--- src/common/acg_pkg.sv ---
// adc clock generation package: register map, field layout, reset values,
// clock source encoding and the bus request carrier.
// assumes a single 40 MHz system clock that also serves as bus clock.
package acg_pkg;

   // *******************************************************************
   // register bus
   // *******************************************************************
   localparam int ADDR_W = 4;
   localparam int DATA_W = 16;

   typedef struct packed {
      logic [ADDR_W-1:0] addr;
      logic [DATA_W-1:0] wdata;
      logic              wr;
      logic              rd;
   } acg_bus_req_t;

   localparam logic [ADDR_W-1:0] OFS_CTRL1  = 4'h0;
   localparam logic [ADDR_W-1:0] OFS_SECOND_CONTROL_REGISTER  = 4'h1;
   localparam logic [ADDR_W-1:0] OFS_POWER  = 4'h2;
   localparam logic [ADDR_W-1:0] OFS_STATUS = 4'h3;

   // first control register fields
   localparam int BIT_START_A  = 0;
   localparam int BIT_START_B  = 1;
   localparam int POS_MODE     = 2;
   localparam int BIT_SIMULTANEOUS_SELECT   = 4;
   // scan mode: bit 0 parallel, bit 1 loop
   localparam int MODE_W       = 2;
   localparam int MODE_PAR_BIT = 0;
   localparam int MODE_LOOP_BIT = 1;

   // second control register: conversion clock divisor
   localparam int POS_DIV = 0;
   localparam int DIV_W   = 4;

   // power register fields
   localparam int BIT_PD0     = 0;
   localparam int BIT_PD1     = 1;
   localparam int BIT_APD     = 2;
   localparam int BIT_ASB     = 3;
   localparam int POS_POWER_UP_DELAY_COUNT = 4;
   localparam int PUD_W       = 6;

   // status register fields
   localparam int BIT_ACT_A  = 0;
   localparam int BIT_ACT_B  = 1;
   localparam int BIT_PSTS0  = 2;
   localparam int BIT_PSTS1  = 3;
   localparam int POS_SRC    = 4;

   // reset values
   localparam logic [MODE_W-1:0] RST_MODE    = 2'h0;
   localparam logic [DIV_W-1:0]  RST_DIV     = 4'h0;
   localparam logic [PUD_W-1:0]  RST_POWER_UP_DELAY_COUNT = 6'h0D;

   // *******************************************************************
   // timing
   // *******************************************************************
   localparam int MCLK_PERIOD_NS = 25;
   // fastest adc clock period in system clocks, split into two halves
   localparam int ADC_MIN_PERIOD_SYS = 6;
   localparam int HALF_W             = 5;
   localparam logic [HALF_W-1:0] CONV_HALF_BASE =
      HALF_W'(ADC_MIN_PERIOD_SYS / 2 - 1);
   // standby clock: oscillator divided 80:1, toggled every 40 edges
   localparam int STBY_RATIO  = 80;
   localparam int STBY_W      = 6;
   localparam logic [STBY_W-1:0] STBY_HALF = STBY_W'(STBY_RATIO / 2 - 1);

   // *******************************************************************
   // adc clock source
   // *******************************************************************
   typedef enum logic [1:0] {
      ACG_SRC_OFF  = 2'b00,
      ACG_SRC_CONV = 2'b01,
      ACG_SRC_STBY = 2'b10
   } acg_src_t;

endpackage

--- src/rtl/acg_div.sv ---
// acg_div: restartable tick divider; one tick per half+1 enabled cycles.
// assumes en and restart are synchronous to clk.
`timescale 1ns/1ps
module acg_div #(
   parameter int W = 5
) (
   input  wire logic         clk,
   input  wire logic         nrst,
   input  wire logic         en,
   input  wire logic         restart,
   input  wire logic [W-1:0] half,
   output logic              tick
);
   logic [W-1:0] cnt;

   // compare with >= so a smaller divisor never strands the counter;
   // restart does not gate tick, so no loop runs back through restart
   assign tick = en && (cnt >= half);

   always_ff @(posedge clk or negedge nrst) begin
      if (!nrst) begin
         cnt <= '0;
      end else if (restart || tick) begin
         cnt <= '0;
      end else if (en) begin
         cnt <= cnt + W'(1);
      end
   end
endmodule

--- src/rtl/acg_pud.sv ---
// acg_pud: power-up delay timer counted in adc clock rising edges.
// assumes adc_rise is a one-cycle pulse on the system clock.
`timescale 1ns/1ps
module acg_pud
   import acg_pkg::*;
(
   input  wire logic             clk,
   input  wire logic             nrst,
   input  wire logic             trigger,
   input  wire logic [PUD_W-1:0] delay,
   input  wire logic             adc_rise,
   output logic                  busy,
   output logic                  done
);
   logic [PUD_W-1:0] cnt;

   assign done = busy && (cnt == '0) && !trigger;

   // delay value is captured when the power-up begins
   always_ff @(posedge clk or negedge nrst) begin
      if (!nrst) begin
         cnt  <= '0;
         busy <= 1'b0;
      end else if (trigger) begin
         cnt  <= delay;
         busy <= 1'b1;
      end else if (done) begin
         busy <= 1'b0;
      end else if (busy && adc_rise) begin
         cnt <= cnt - PUD_W'(1);
      end
   end
endmodule

--- src/rtl/acg_top.sv ---
// acg_top: adc clock generation, source selection and start resync.
// assumes scan-done pulses from the converters are synchronous to mclk;
// sync inputs and the 8 MHz oscillator come from pins.
//
// Functional notes
// [RULE_01] conversion clock drives the converters whenever a scan runs
// [RULE_02] conversion clock is the bus clock divided by the divisor field; the code divides by 2*(clock_divisor+3)
// [RULE_03] software keeps the conversion clock between 100 kHz and 5 MHz
// [RULE_04] software changes no clock or power setting while powered up
// [RULE_05] loop scan or normal power mode keeps the adc clock running
// [RULE_06] adc clock runs throughout every power-up delay
// [RULE_07] auto modes stop the clock after the scan completes
// [RULE_08] standby clock is the 8 MHz oscillator divided by eighty
// [RULE_09] auto standby with both converters idle selects standby clock
// [RULE_10] system supplies an 8 MHz oscillator for auto standby
// [RULE_11] fastest adc clock period spans six system clocks
// [RULE_12] a scan start restarts the adc clock phase and begins at once
// [RULE_13] sequential and simultaneous modes launch both from one start
// [RULE_14] non-simultaneous parallel uses own start bit and sync input
// [RULE_15] later converter waits for the next adc clock rising edge
// [RULE_16] software may align the second start with an adc clock edge
// [RULE_17] starts are ignored while the power-up delay is running
// [RULE_18] source switches leave no runt or truncated clock phase
// [RULE_19] delay counts adc clocks, value taken when power-up begins
//
// The strobed register port and the placing of the registers are this design's own decisions.
`timescale 1ns/1ps
module acg_top (
   input  wire logic                  mclk,
   input  wire logic                  nrst,
   input  wire acg_pkg::acg_bus_req_t bus_req,
   output logic [acg_pkg::DATA_W-1:0] bus_rdata,
   input  wire logic                  scan_sync_input_a,
   input  wire logic                  scan_sync_input_b,
   input  wire logic                  osc_8mhz,
   input  wire logic                  converter_a_scan_done,
   input  wire logic                  converter_b_scan_done,
   output logic                       adc_clk,
   output logic                       converter_a_start,
   output logic                       converter_b_start,
   output logic                       converter_a_power_on,
   output logic                       converter_b_power_on,
   output logic [1:0]                 adc_clk_source
);
   import acg_pkg::*;

   // *******************************************************************
   // registers
   // *******************************************************************
   logic [MODE_W-1:0] scan_mode;
   logic              simultaneous_select;
   logic [DIV_W-1:0]  clock_divisor;
   logic              converter0_power_down;
   logic              converter1_power_down;
   logic              auto_power_down;
   logic              auto_standby;
   logic [PUD_W-1:0]  power_up_delay_count;

   logic wr_ctrl1;
   logic wr_second_control_register;
   logic wr_power;
   logic start_wr_a;
   logic start_wr_b;

   assign wr_ctrl1   = bus_req.wr && (bus_req.addr == OFS_CTRL1);
   assign wr_second_control_register   = bus_req.wr && (bus_req.addr == OFS_SECOND_CONTROL_REGISTER);
   assign wr_power   = bus_req.wr && (bus_req.addr == OFS_POWER);
   // start bits are write-one strobes and read back as zero
   assign start_wr_a = wr_ctrl1 && bus_req.wdata[BIT_START_A];
   assign start_wr_b = wr_ctrl1 && bus_req.wdata[BIT_START_B];

   always_ff @(posedge mclk or negedge nrst) begin
      if (!nrst) begin
         scan_mode           <= RST_MODE;
         simultaneous_select <= 1'b0;
      end else if (wr_ctrl1) begin
         scan_mode           <= bus_req.wdata[POS_MODE +: MODE_W];
         simultaneous_select <= bus_req.wdata[BIT_SIMULTANEOUS_SELECT];
      end
   end

   always_ff @(posedge mclk or negedge nrst) begin
      if (!nrst) begin
         clock_divisor <= RST_DIV;
      end else if (wr_second_control_register) begin
         clock_divisor <= bus_req.wdata[POS_DIV +: DIV_W];
      end
   end

   // converters come out of reset powered down
   always_ff @(posedge mclk or negedge nrst) begin
      if (!nrst) begin
         converter0_power_down <= 1'b1;
         converter1_power_down <= 1'b1;
         auto_power_down       <= 1'b0;
         auto_standby          <= 1'b0;
         power_up_delay_count  <= RST_POWER_UP_DELAY_COUNT;
      end else if (wr_power) begin
         converter0_power_down <= bus_req.wdata[BIT_PD0];
         converter1_power_down <= bus_req.wdata[BIT_PD1];
         auto_power_down       <= bus_req.wdata[BIT_APD];
         auto_standby          <= bus_req.wdata[BIT_ASB];
         power_up_delay_count  <= bus_req.wdata[POS_POWER_UP_DELAY_COUNT +: PUD_W];
      end
   end

   // *******************************************************************
   // pin synchronisers and edge detection
   // *******************************************************************
   logic [1:0] sync_a_meta;
   logic [1:0] sync_b_meta;
   logic [1:0] osc_meta;
   logic [1:0] sync_a_q;
   logic [1:0] sync_b_q;
   logic [1:0] osc_q;
   logic       sync_a_rise;
   logic       sync_b_rise;
   logic       osc_rise;

   always_ff @(posedge mclk or negedge nrst) begin
      if (!nrst) begin
         sync_a_meta <= 2'h0;
         sync_b_meta <= 2'h0;
         osc_meta    <= 2'h0;
         sync_a_q    <= 2'h0;
         sync_b_q    <= 2'h0;
         osc_q       <= 2'h0;
      end else begin
         sync_a_meta <= {sync_a_meta[0], scan_sync_input_a};
         sync_b_meta <= {sync_b_meta[0], scan_sync_input_b};
         osc_meta    <= {osc_meta[0], osc_8mhz};
         sync_a_q    <= {sync_a_q[0], sync_a_meta[1]};
         sync_b_q    <= {sync_b_q[0], sync_b_meta[1]};
         osc_q       <= {osc_q[0], osc_meta[1]};
      end
   end

   assign sync_a_rise = sync_a_q[0] && !sync_a_q[1];
   assign sync_b_rise = sync_b_q[0] && !sync_b_q[1];
   assign osc_rise    = osc_q[0] && !osc_q[1];

   // *******************************************************************
   // clock dividers
   // *******************************************************************
   acg_src_t         src;
   acg_src_t         next_src;
   logic             conv_tick;
   logic             stby_tick;
   logic             conv_restart;
   logic             stby_restart;
   logic             resync;
   logic             switch_ok;
   logic             cur_tick;
   logic             adc_rise;
   logic [HALF_W-1:0] conv_half;

   // [RULE_02] [RULE_11] divisor sets half period
   assign conv_half = CONV_HALF_BASE + HALF_W'(clock_divisor);

   acg_div #(.W(HALF_W)) u_conv_div (
      .clk     (mclk),
      .nrst    (nrst),
      .en      (1'b1),
      .restart (conv_restart),
      .half    (conv_half),
      .tick    (conv_tick)
   );

   // [RULE_08] eighty to one standby
   acg_div #(.W(STBY_W)) u_stby_div (
      .clk     (mclk),
      .nrst    (nrst),
      .en      (osc_rise),
      .restart (stby_restart),
      .half    (STBY_HALF),
      .tick    (stby_tick)
   );

   assign cur_tick = (src == ACG_SRC_CONV) ? conv_tick :
                     (src == ACG_SRC_STBY) ? stby_tick : 1'b0;
   assign adc_rise = cur_tick && !adc_clk;

   // *******************************************************************
   // per-converter scan control
   // *******************************************************************
   logic par_mode;
   logic loop_mode;
   logic shared_start;
   logic auto_mode;
   logic req_a;
   logic req_b;
   logic accept_a;
   logic accept_b;
   logic wait_a;
   logic wait_b;
   logic pend_a;
   logic pend_b;
   logic active_a;
   logic active_b;
   logic launch_a;
   logic launch_b;
   logic both_idle;
   logic pd0_q;
   logic pd1_q;
   logic pud_go_a;
   logic pud_go_b;
   logic busy_a;
   logic busy_b;
   logic done_a;
   logic done_b;

   assign par_mode     = scan_mode[MODE_PAR_BIT];
   assign loop_mode    = scan_mode[MODE_LOOP_BIT];
   assign auto_mode    = auto_power_down || auto_standby;
   assign shared_start = !par_mode || simultaneous_select;
   assign both_idle    = !active_a && !active_b;

   // [RULE_13] one start launches both
   // [RULE_14] independent starts otherwise
   assign req_a = start_wr_a || sync_a_rise;
   assign req_b = shared_start ? req_a : (start_wr_b || sync_b_rise);

   // [RULE_17] ignore start while powering
   assign accept_a = req_a && !converter0_power_down && !busy_a &&
                     !wait_a && !pend_a && !active_a;
   assign accept_b = req_b && !converter1_power_down && !busy_b &&
                     !wait_b && !pend_b && !active_b;

   // [RULE_19] delay starts on power-up or activation
   assign pud_go_a = (pd0_q && !converter0_power_down) ||
                     (accept_a && auto_mode);
   assign pud_go_b = (pd1_q && !converter1_power_down) ||
                     (accept_b && auto_mode);

   always_ff @(posedge mclk or negedge nrst) begin
      if (!nrst) begin
         pd0_q <= 1'b1;
         pd1_q <= 1'b1;
      end else begin
         pd0_q <= converter0_power_down;
         pd1_q <= converter1_power_down;
      end
   end

   acg_pud u_pud_a (
      .clk      (mclk),
      .nrst     (nrst),
      .trigger  (pud_go_a),
      .delay    (power_up_delay_count),
      .adc_rise (adc_rise),
      .busy     (busy_a),
      .done     (done_a)
   );

   acg_pud u_pud_b (
      .clk      (mclk),
      .nrst     (nrst),
      .trigger  (pud_go_b),
      .delay    (power_up_delay_count),
      .adc_rise (adc_rise),
      .busy     (busy_b),
      .done     (done_b)
   );

   // [RULE_12] first start resyncs at once
   // [RULE_15] later start waits for rising edge
   assign launch_a = pend_a && (src == ACG_SRC_CONV) &&
                     (both_idle || adc_rise);
   assign launch_b = pend_b && (src == ACG_SRC_CONV) &&
                     (both_idle || adc_rise);
   assign resync   = (launch_a || launch_b) && both_idle;

   // auto modes wait out the delay before the scan is launched
   always_ff @(posedge mclk or negedge nrst) begin
      if (!nrst) begin
         wait_a <= 1'b0;
         wait_b <= 1'b0;
      end else begin
         wait_a <= (accept_a && auto_mode) || (wait_a && !done_a);
         wait_b <= (accept_b && auto_mode) || (wait_b && !done_b);
      end
   end

   always_ff @(posedge mclk or negedge nrst) begin
      if (!nrst) begin
         pend_a <= 1'b0;
         pend_b <= 1'b0;
      end else begin
         pend_a <= (accept_a && !auto_mode) || (wait_a && done_a) ||
                   (pend_a && !launch_a);
         pend_b <= (accept_b && !auto_mode) || (wait_b && done_b) ||
                   (pend_b && !launch_b);
      end
   end

   // a launch in the same cycle as a completion keeps the scan active
   always_ff @(posedge mclk or negedge nrst) begin
      if (!nrst) begin
         active_a <= 1'b0;
         active_b <= 1'b0;
      end else begin
         active_a <= launch_a || (active_a && !converter_a_scan_done);
         active_b <= launch_b || (active_b && !converter_b_scan_done);
      end
   end

   always_ff @(posedge mclk or negedge nrst) begin
      if (!nrst) begin
         converter_a_start <= 1'b0;
         converter_b_start <= 1'b0;
      end else begin
         converter_a_start <= launch_a;
         converter_b_start <= launch_b;
      end
   end

   // auto power-down keeps converters off while idle
   always_ff @(posedge mclk or negedge nrst) begin
      if (!nrst) begin
         converter_a_power_on <= 1'b0;
         converter_b_power_on <= 1'b0;
      end else begin
         converter_a_power_on <= !converter0_power_down &&
            (!auto_power_down || busy_a || wait_a || pend_a || active_a);
         converter_b_power_on <= !converter1_power_down &&
            (!auto_power_down || busy_b || wait_b || pend_b || active_b);
      end
   end

   // *******************************************************************
   // adc clock source selection
   // *******************************************************************
   logic powered_any;
   logic need_conv;

   assign powered_any = !converter0_power_down || !converter1_power_down;

   // [RULE_01] [RULE_05] [RULE_06] [RULE_07] conversion clock demand
   assign need_conv = active_a || active_b || busy_a || busy_b ||
                      wait_a || wait_b || pend_a || pend_b ||
                      (powered_any && (loop_mode || !auto_mode));

   // [RULE_09] standby when idle
   always_comb begin
      if (need_conv) begin
         next_src = ACG_SRC_CONV;
      end else if (powered_any && auto_standby && !auto_power_down) begin
         next_src = ACG_SRC_STBY;
      end else begin
         next_src = ACG_SRC_OFF;
      end
   end

   // [RULE_18] switch at once from off, otherwise only at a falling edge
   assign switch_ok = (next_src != src) &&
                      ((src == ACG_SRC_OFF) || (cur_tick && adc_clk));

   assign conv_restart = resync ||
                         (switch_ok && (next_src == ACG_SRC_CONV));
   assign stby_restart = switch_ok && (next_src == ACG_SRC_STBY);

   always_ff @(posedge mclk or negedge nrst) begin
      if (!nrst) begin
         src <= ACG_SRC_OFF;
      end else if (switch_ok) begin
         src <= next_src;
      end
   end

   // a resync restarts the phase counter, stretching the current phase
   always_ff @(posedge mclk or negedge nrst) begin
      if (!nrst) begin
         adc_clk <= 1'b0;
      end else if (switch_ok) begin
         adc_clk <= 1'b0;
      end else if (cur_tick) begin
         adc_clk <= !adc_clk;
      end
   end

   always_ff @(posedge mclk or negedge nrst) begin
      if (!nrst) begin
         adc_clk_source <= 2'h0;
      end else begin
         adc_clk_source <= switch_ok ? next_src : src;
      end
   end

   // *******************************************************************
   // read port
   // *******************************************************************
   logic [DATA_W-1:0] next_rdata;

   always_comb begin
      next_rdata = '0;
      if (bus_req.rd) begin
         unique case (bus_req.addr)
            OFS_CTRL1: begin
               next_rdata[POS_MODE +: MODE_W] = scan_mode;
               next_rdata[BIT_SIMULTANEOUS_SELECT]         = simultaneous_select;
            end
            OFS_SECOND_CONTROL_REGISTER: begin
               next_rdata[POS_DIV +: DIV_W] = clock_divisor;
            end
            OFS_POWER: begin
               next_rdata[BIT_PD0]                = converter0_power_down;
               next_rdata[BIT_PD1]                = converter1_power_down;
               next_rdata[BIT_APD]                = auto_power_down;
               next_rdata[BIT_ASB]                = auto_standby;
               next_rdata[POS_POWER_UP_DELAY_COUNT +: PUD_W]   = power_up_delay_count;
            end
            OFS_STATUS: begin
               next_rdata[BIT_ACT_A]  = active_a;
               next_rdata[BIT_ACT_B]  = active_b;
               next_rdata[BIT_PSTS0]  = busy_a;
               next_rdata[BIT_PSTS1]  = busy_b;
               next_rdata[POS_SRC +: 2] = src;
            end
            default: begin
               next_rdata = '0;
            end
         endcase
      end
   end

   always_ff @(posedge mclk or negedge nrst) begin
      if (!nrst) begin
         bus_rdata <= '0;
      end else begin
         bus_rdata <= next_rdata;
      end
   end

endmodule

--- config.mk ---
export PLATFORM = sky130hd
export DESIGN_NAME = acg_top
export DESIGN_NICKNAME = d
export VERILOG_FILES = /design/src/common/acg_pkg.sv /design/src/rtl/acg_div.sv /design/src/rtl/acg_pud.sv /design/src/rtl/acg_top.sv
export SDC_FILE = /design/constraint.sdc
export NUM_CORES = 1
export LEC_CHECK = 0
export BUFFER_PORTS_ARGS = -buffer_cell sky130_fd_sc_hd__buf_2
export CORE_MARGIN = 1
export CORE_UTILIZATION = 30
export DETAILED_ROUTE_END_ITERATION = 12
export HOLD_SLACK_MARGIN = 0.03
export PLACE_DENSITY = 0.52
export SETUP_SLACK_MARGIN = 0.1
export SLEW_MARGIN = 0
export SYNTH_ARGS = -nofsm -noshare
export SYNTH_HDL_FRONTEND = slang
export SYNTH_SLANG_ARGS = --single-unit
--- constraint.sdc ---
create_clock -name mclk -period 2.4 [get_ports mclk]
set_input_delay 0.12 -clock mclk [delete_from_list [all_inputs] [get_ports mclk]]
set_output_delay 0.12 -clock mclk [all_outputs]
set_load 0.02 [all_outputs]
==> impl_metrics.py <==
metrics = {
    "floorplanning": {
        "boundaryPins": 52,
        "dieHeight_um": 115.2,
        "floorplan.die.width_um": 115.2,
        "rows": 40,
        "floorplan.die_area_um2": 13280,
        "floorplan.initialDensity": 0.3137,
        "floorplan_core_area_um2": 12260,
    },
    "setup_path": {
        "worst-r2r-cell-count": 8,
        "slowest_stage": "a221o_2",
        "worstSetupPathDepth": 8,
        "worstReg2RegEnd": "u_pud_a.cnt[2]$_DFFE_PN0P_",
        "worst_ep_arrival_time_ns": 2.55,
        "worst-path-max-fanout": 6,
        "criticalPathCategory": "reg -> reg",
        "critical_path_max_stage_delay_ns": 0.45,
        "rr_startpoint": "clock_divisor[1]$_DFFE_PN0P_",
        "cell_repeated_most_along_the_worst_path": "ha_1",
        "critPathRequiredTime_ns": 2.66,
        "critical_path.n_buffers_inverters": 0,
        "cp-start-kind": "flip-flop",
        "worst_path_dominant_cell_family": "compound AO/OA/AOI/OAI gates",
        "worst-r2r-setup-slack_ns": 0.11,
        "worst_path_cell_trace": "ha_1 > xnor2_1 > ha_1 > o21a_1 > and2_4 > a221o_2 > a31o_2 > a31oi_1",
        "critical_path.endpoint_type": "flip-flop",
    },
    "timing": {
        "setup_slack_ns": 0.1104,
        "clock-skew-final_ns": 0.009629,
        "holdWs_ns": 0.06471,
        "final.min_clock_period_ns": 2.290,
        "finalSetupViolations": 0,
        "timing.final.max_slew_violations": 0,
        "timing_hold_violations_final": 0,
        "final_min_period_over_clock_period": 0.9540,
        "fin_tns_setup_ns": 0,
        "worst_slew_pin_slew_ns": 1.011,
        "relSlewSlack": 0.3258,
        "rsz0062_at_grt": "yes",
        "fmax_mhz": 436.8,
    },
    "logic_synthesis": {
        "synth_async_sr_flop_share": 1.000,
        "synthCells": 339,
        "post_synth_xor_area_fraction": 0.02277,
        "synth_flop_cell": "dfrtp_1",
        "combinational_family_with_the_most_area_after_synthesis": "compound AO/OA/AOI/OAI gates",
        "simple_logic_cell_fraction_of_the_synthesized_area": 0.1555,
        "synth-seq-area-share": 0.5163,
        "postSynthRegisterBits": 79,
        "post_synth_instance_area_um2": 3846,
        "yosys-mux-area-fraction": 0.06344,
        "yosys.area.top_type": "dfrtp_1",
        "synth_compound_gate_area_share": 0.1614,
        "synth_edf_count": 0,
        "ys_top_cells_by_area": "dfrtp_1, dfstp_2, mux2_2",
        "synthesis.yosys.warnings": 0,
        "number_of_different_library_cells_in_the_post_synthesis_netlist": 61,
        "avgSynthCellArea_um2": 11.35,
        "synth_top_cell_area_share": 0.4684,
        "post_synth_fa_ha_maj_area_fraction": 0.03253,
    },
    "clocking": {
        "tritoncts.num_buffers": 9,
        "cts_max_level": 3,
        "clkSlewWorstSetupHoldPaths_ns": 0.06,
        "clockRootBuffer": "clkbuf_16",
        "clockBufferDepth": 2,
        "clock_sinks": 79,
        "cts_tree": "yes",
        "clkLatencyLatePin_ns": 0.34,
    },
    "flow_run": {
        "count_of_max_cap_constraint_violations": 0,
    },
    "final_layout": {
        "layout_common_cells": "dfrtp_1, buf_2, nor2_1, inv_1, buf_4",
        "final_layout_size_suffix_gt1_frac": 0.2874,
        "area_delta_synth_final_pct": 24.20,
        "postLayoutCoreUtil": 0.3896,
        "num-nets-final": 448,
        "layout_commonest_cell": "dfrtp_1",
        "post_route_design_area_um2": 4777,
        "number_of_antenna_repair_diodes": 0,
        "non_filler_instances": 582,
    },
    "grt": {
        "grt_start_max_net_pins": 80,
        "grt_first_pass_wirelength_um": 14900,
        "number_of_antenna_violations_at_the_first_check_in_global_routing": 0,
        "grt_use_total": 0.1486,
        "grt_pass1_vias": 2892,
        "globalRouteOverflowTotal": 0,
    },
    "power_and_ir_drop": {
        "power_per_cell_area_nw_per_um2": 1071,
        "power.total_mw": 5.116,
        "leakage_nw": 2.085,
        "vdd.ir_drop.worst_mv": 0.3646,
    },
    "hold_path": {
        "holdPathEnd": "bus_rdata[2]$_DFF_PN0_",
        "hold_path_class": "in -> reg",
        "worstHoldStart": "bus_req[0]",
        "worstHoldPathCells": 2,
    },
    "routing": {
        "firstDrtPassIters": 4,
        "drcViolationCount": 0,
        "routed_len_inst_um": 15.09,
        "detailroute.via_count": 2878,
        "routed_via_density": 4.945,
        "dr.first_iter.drc_count": 89,
        "route.final.wire_length_um": 8783,
        "postRouteAntennaNets": 0,
    },
    "place": {
        "gp_congestion": 0.7685,
        "placement.io_buffers": 39,
        "dpl_cell_area_um2": 4314,
        "detailedPlace.worstSlack_ns": -0.05667,
        "dp_cells": 551,
        "detailed_place_hpwl_um": 6193,
    },
    "status": {
        "outcome": "complete, no violations",
    },
}
kinds of logic (layout without fill, tap and decap cells):
group,Yosys count,in the layout
xor gates and xnor gates,10,10
and+or+nand+nor,108,108
adders and majority gates,10,10
DFF,79,79
other,1,6
buffers and inverters,37,107
muxes,20,20
AOI/OAI and AO/OA,74,74
power breakdown:
part,internal [mW],switching [mW]
Combinational,0.842,0.974
Sequential,1.68,0.329
Clock,0.752,0.542
worst max path at each step:
| stage | slack [ns] | start | end |
|---|---|---|---|
| 5_1_grt | -0.02 | clock_divisor[1]$_DFFE_PN0P_ | u_pud_a.cnt[4]$_DFFE_PN0P_ |
| 6_report | 0.11 | clock_divisor[1]$_DFFE_PN0P_ | u_pud_a.cnt[2]$_DFFE_PN0P_ |
| 3_3_place_gp | 0.02 | clock_divisor[1]$_DFFE_PN0P_ | u_pud_b.cnt[1]$_DFFE_PN0P_ |
| 2_1_floorplan | 0.11 | clock_divisor[1]$_DFFE_PN0P_ | u_pud_a.cnt[3]$_DFFE_PN0P_ |
| 4_1_cts | 0.1 | clock_divisor[2]$_DFFE_PN0P_ | u_pud_a.cnt[4]$_DFFE_PN0P_ |
| 3_5_place_dp | -0.06 | clock_divisor[2]$_DFFE_PN0P_ | u_conv_div.cnt[2]$_DFF_PN0_ |
sequential cells by signal, indices dropped and copies added (netlist names), 2 cells and up:
| signal | flops |
|---|---|
| adc_clk_source | 2 |
| u_conv_div.cnt | 5 |
| sync_a_meta | 2 |
| sync_a_q | 2 |
| bus_rdata | 10 |
| osc_meta | 2 |
| sync_b_q | 2 |
| u_stby_div.cnt | 6 |
| u_pud_a.cnt | 6 |
| power_up_delay_count | 6 |
| osc_q | 2 |
| sync_b_meta | 2 |
| clock_divisor | 4 |
| u_pud_b.cnt | 6 |
| scan_mode | 2 |
worst reg2reg max path, delay by kind of cell, from the launching register on:
family	cells	cell delay, ns
simple gates	1	0.16
compound gates	4	1.05
fa+ha+maj	2	0.46
flops	1	0.38
xor+xnor	1	0.16
Yosys cell counts (5+ instances only):
master / instances
a21oi_1: 7
a311oi_1: 6
a31oi_1: 12
and2_1: 7
buf_4: 6
dfrtp_1: 72
dfstp_2: 7
ha_1: 10
inv_1: 21
mux2_2: 15
nand2_1: 15
nand3_1: 9
nor2_1: 30
nor2b_1: 6
nor3_1: 6
o21ai_0: 7
o41ai_1: 7
or4_1: 5
xnor2_1: 5
xor2_1: 5
what timing repair did:
item / CTS / global route
buffers inserted: 2 / 1
resized for setup: 6 / 3
pin swaps: 2 / 2
setup endpoints to repair: 29 / 23
endpoints found under the hold margin: 84 / 0
hold buffers: 12 / 0
cloned: 0 / 0
layer usage:
| layer | vias up | GRT usage | share of wire |
|---|---|---|---|
| li1 | 1380 | - | - |
| met1 | 1425 | 0.2011 | 0.48 |
| met2 | 67 | 0.2321 | 0.47 |
| met3 | 6 | 0.03532 | 0.041 |
| met4 | 0 | 0.05281 | 0.0093 |
| met5 | - | 0 | 0 |
layout make-up:
type / instances / area, µm²
sequential: 79 / 1986
fill: 1219 / 7485
timing repair buffer: 70 / 473.0
inverter: 21 / 78.83
clock buffer: 11 / 252.7
multi-input combinational: 228 / 1744
tap: 168 / 210.2
clock inverter: 5 / 32.53
Power figures use the tool's default switching activity.
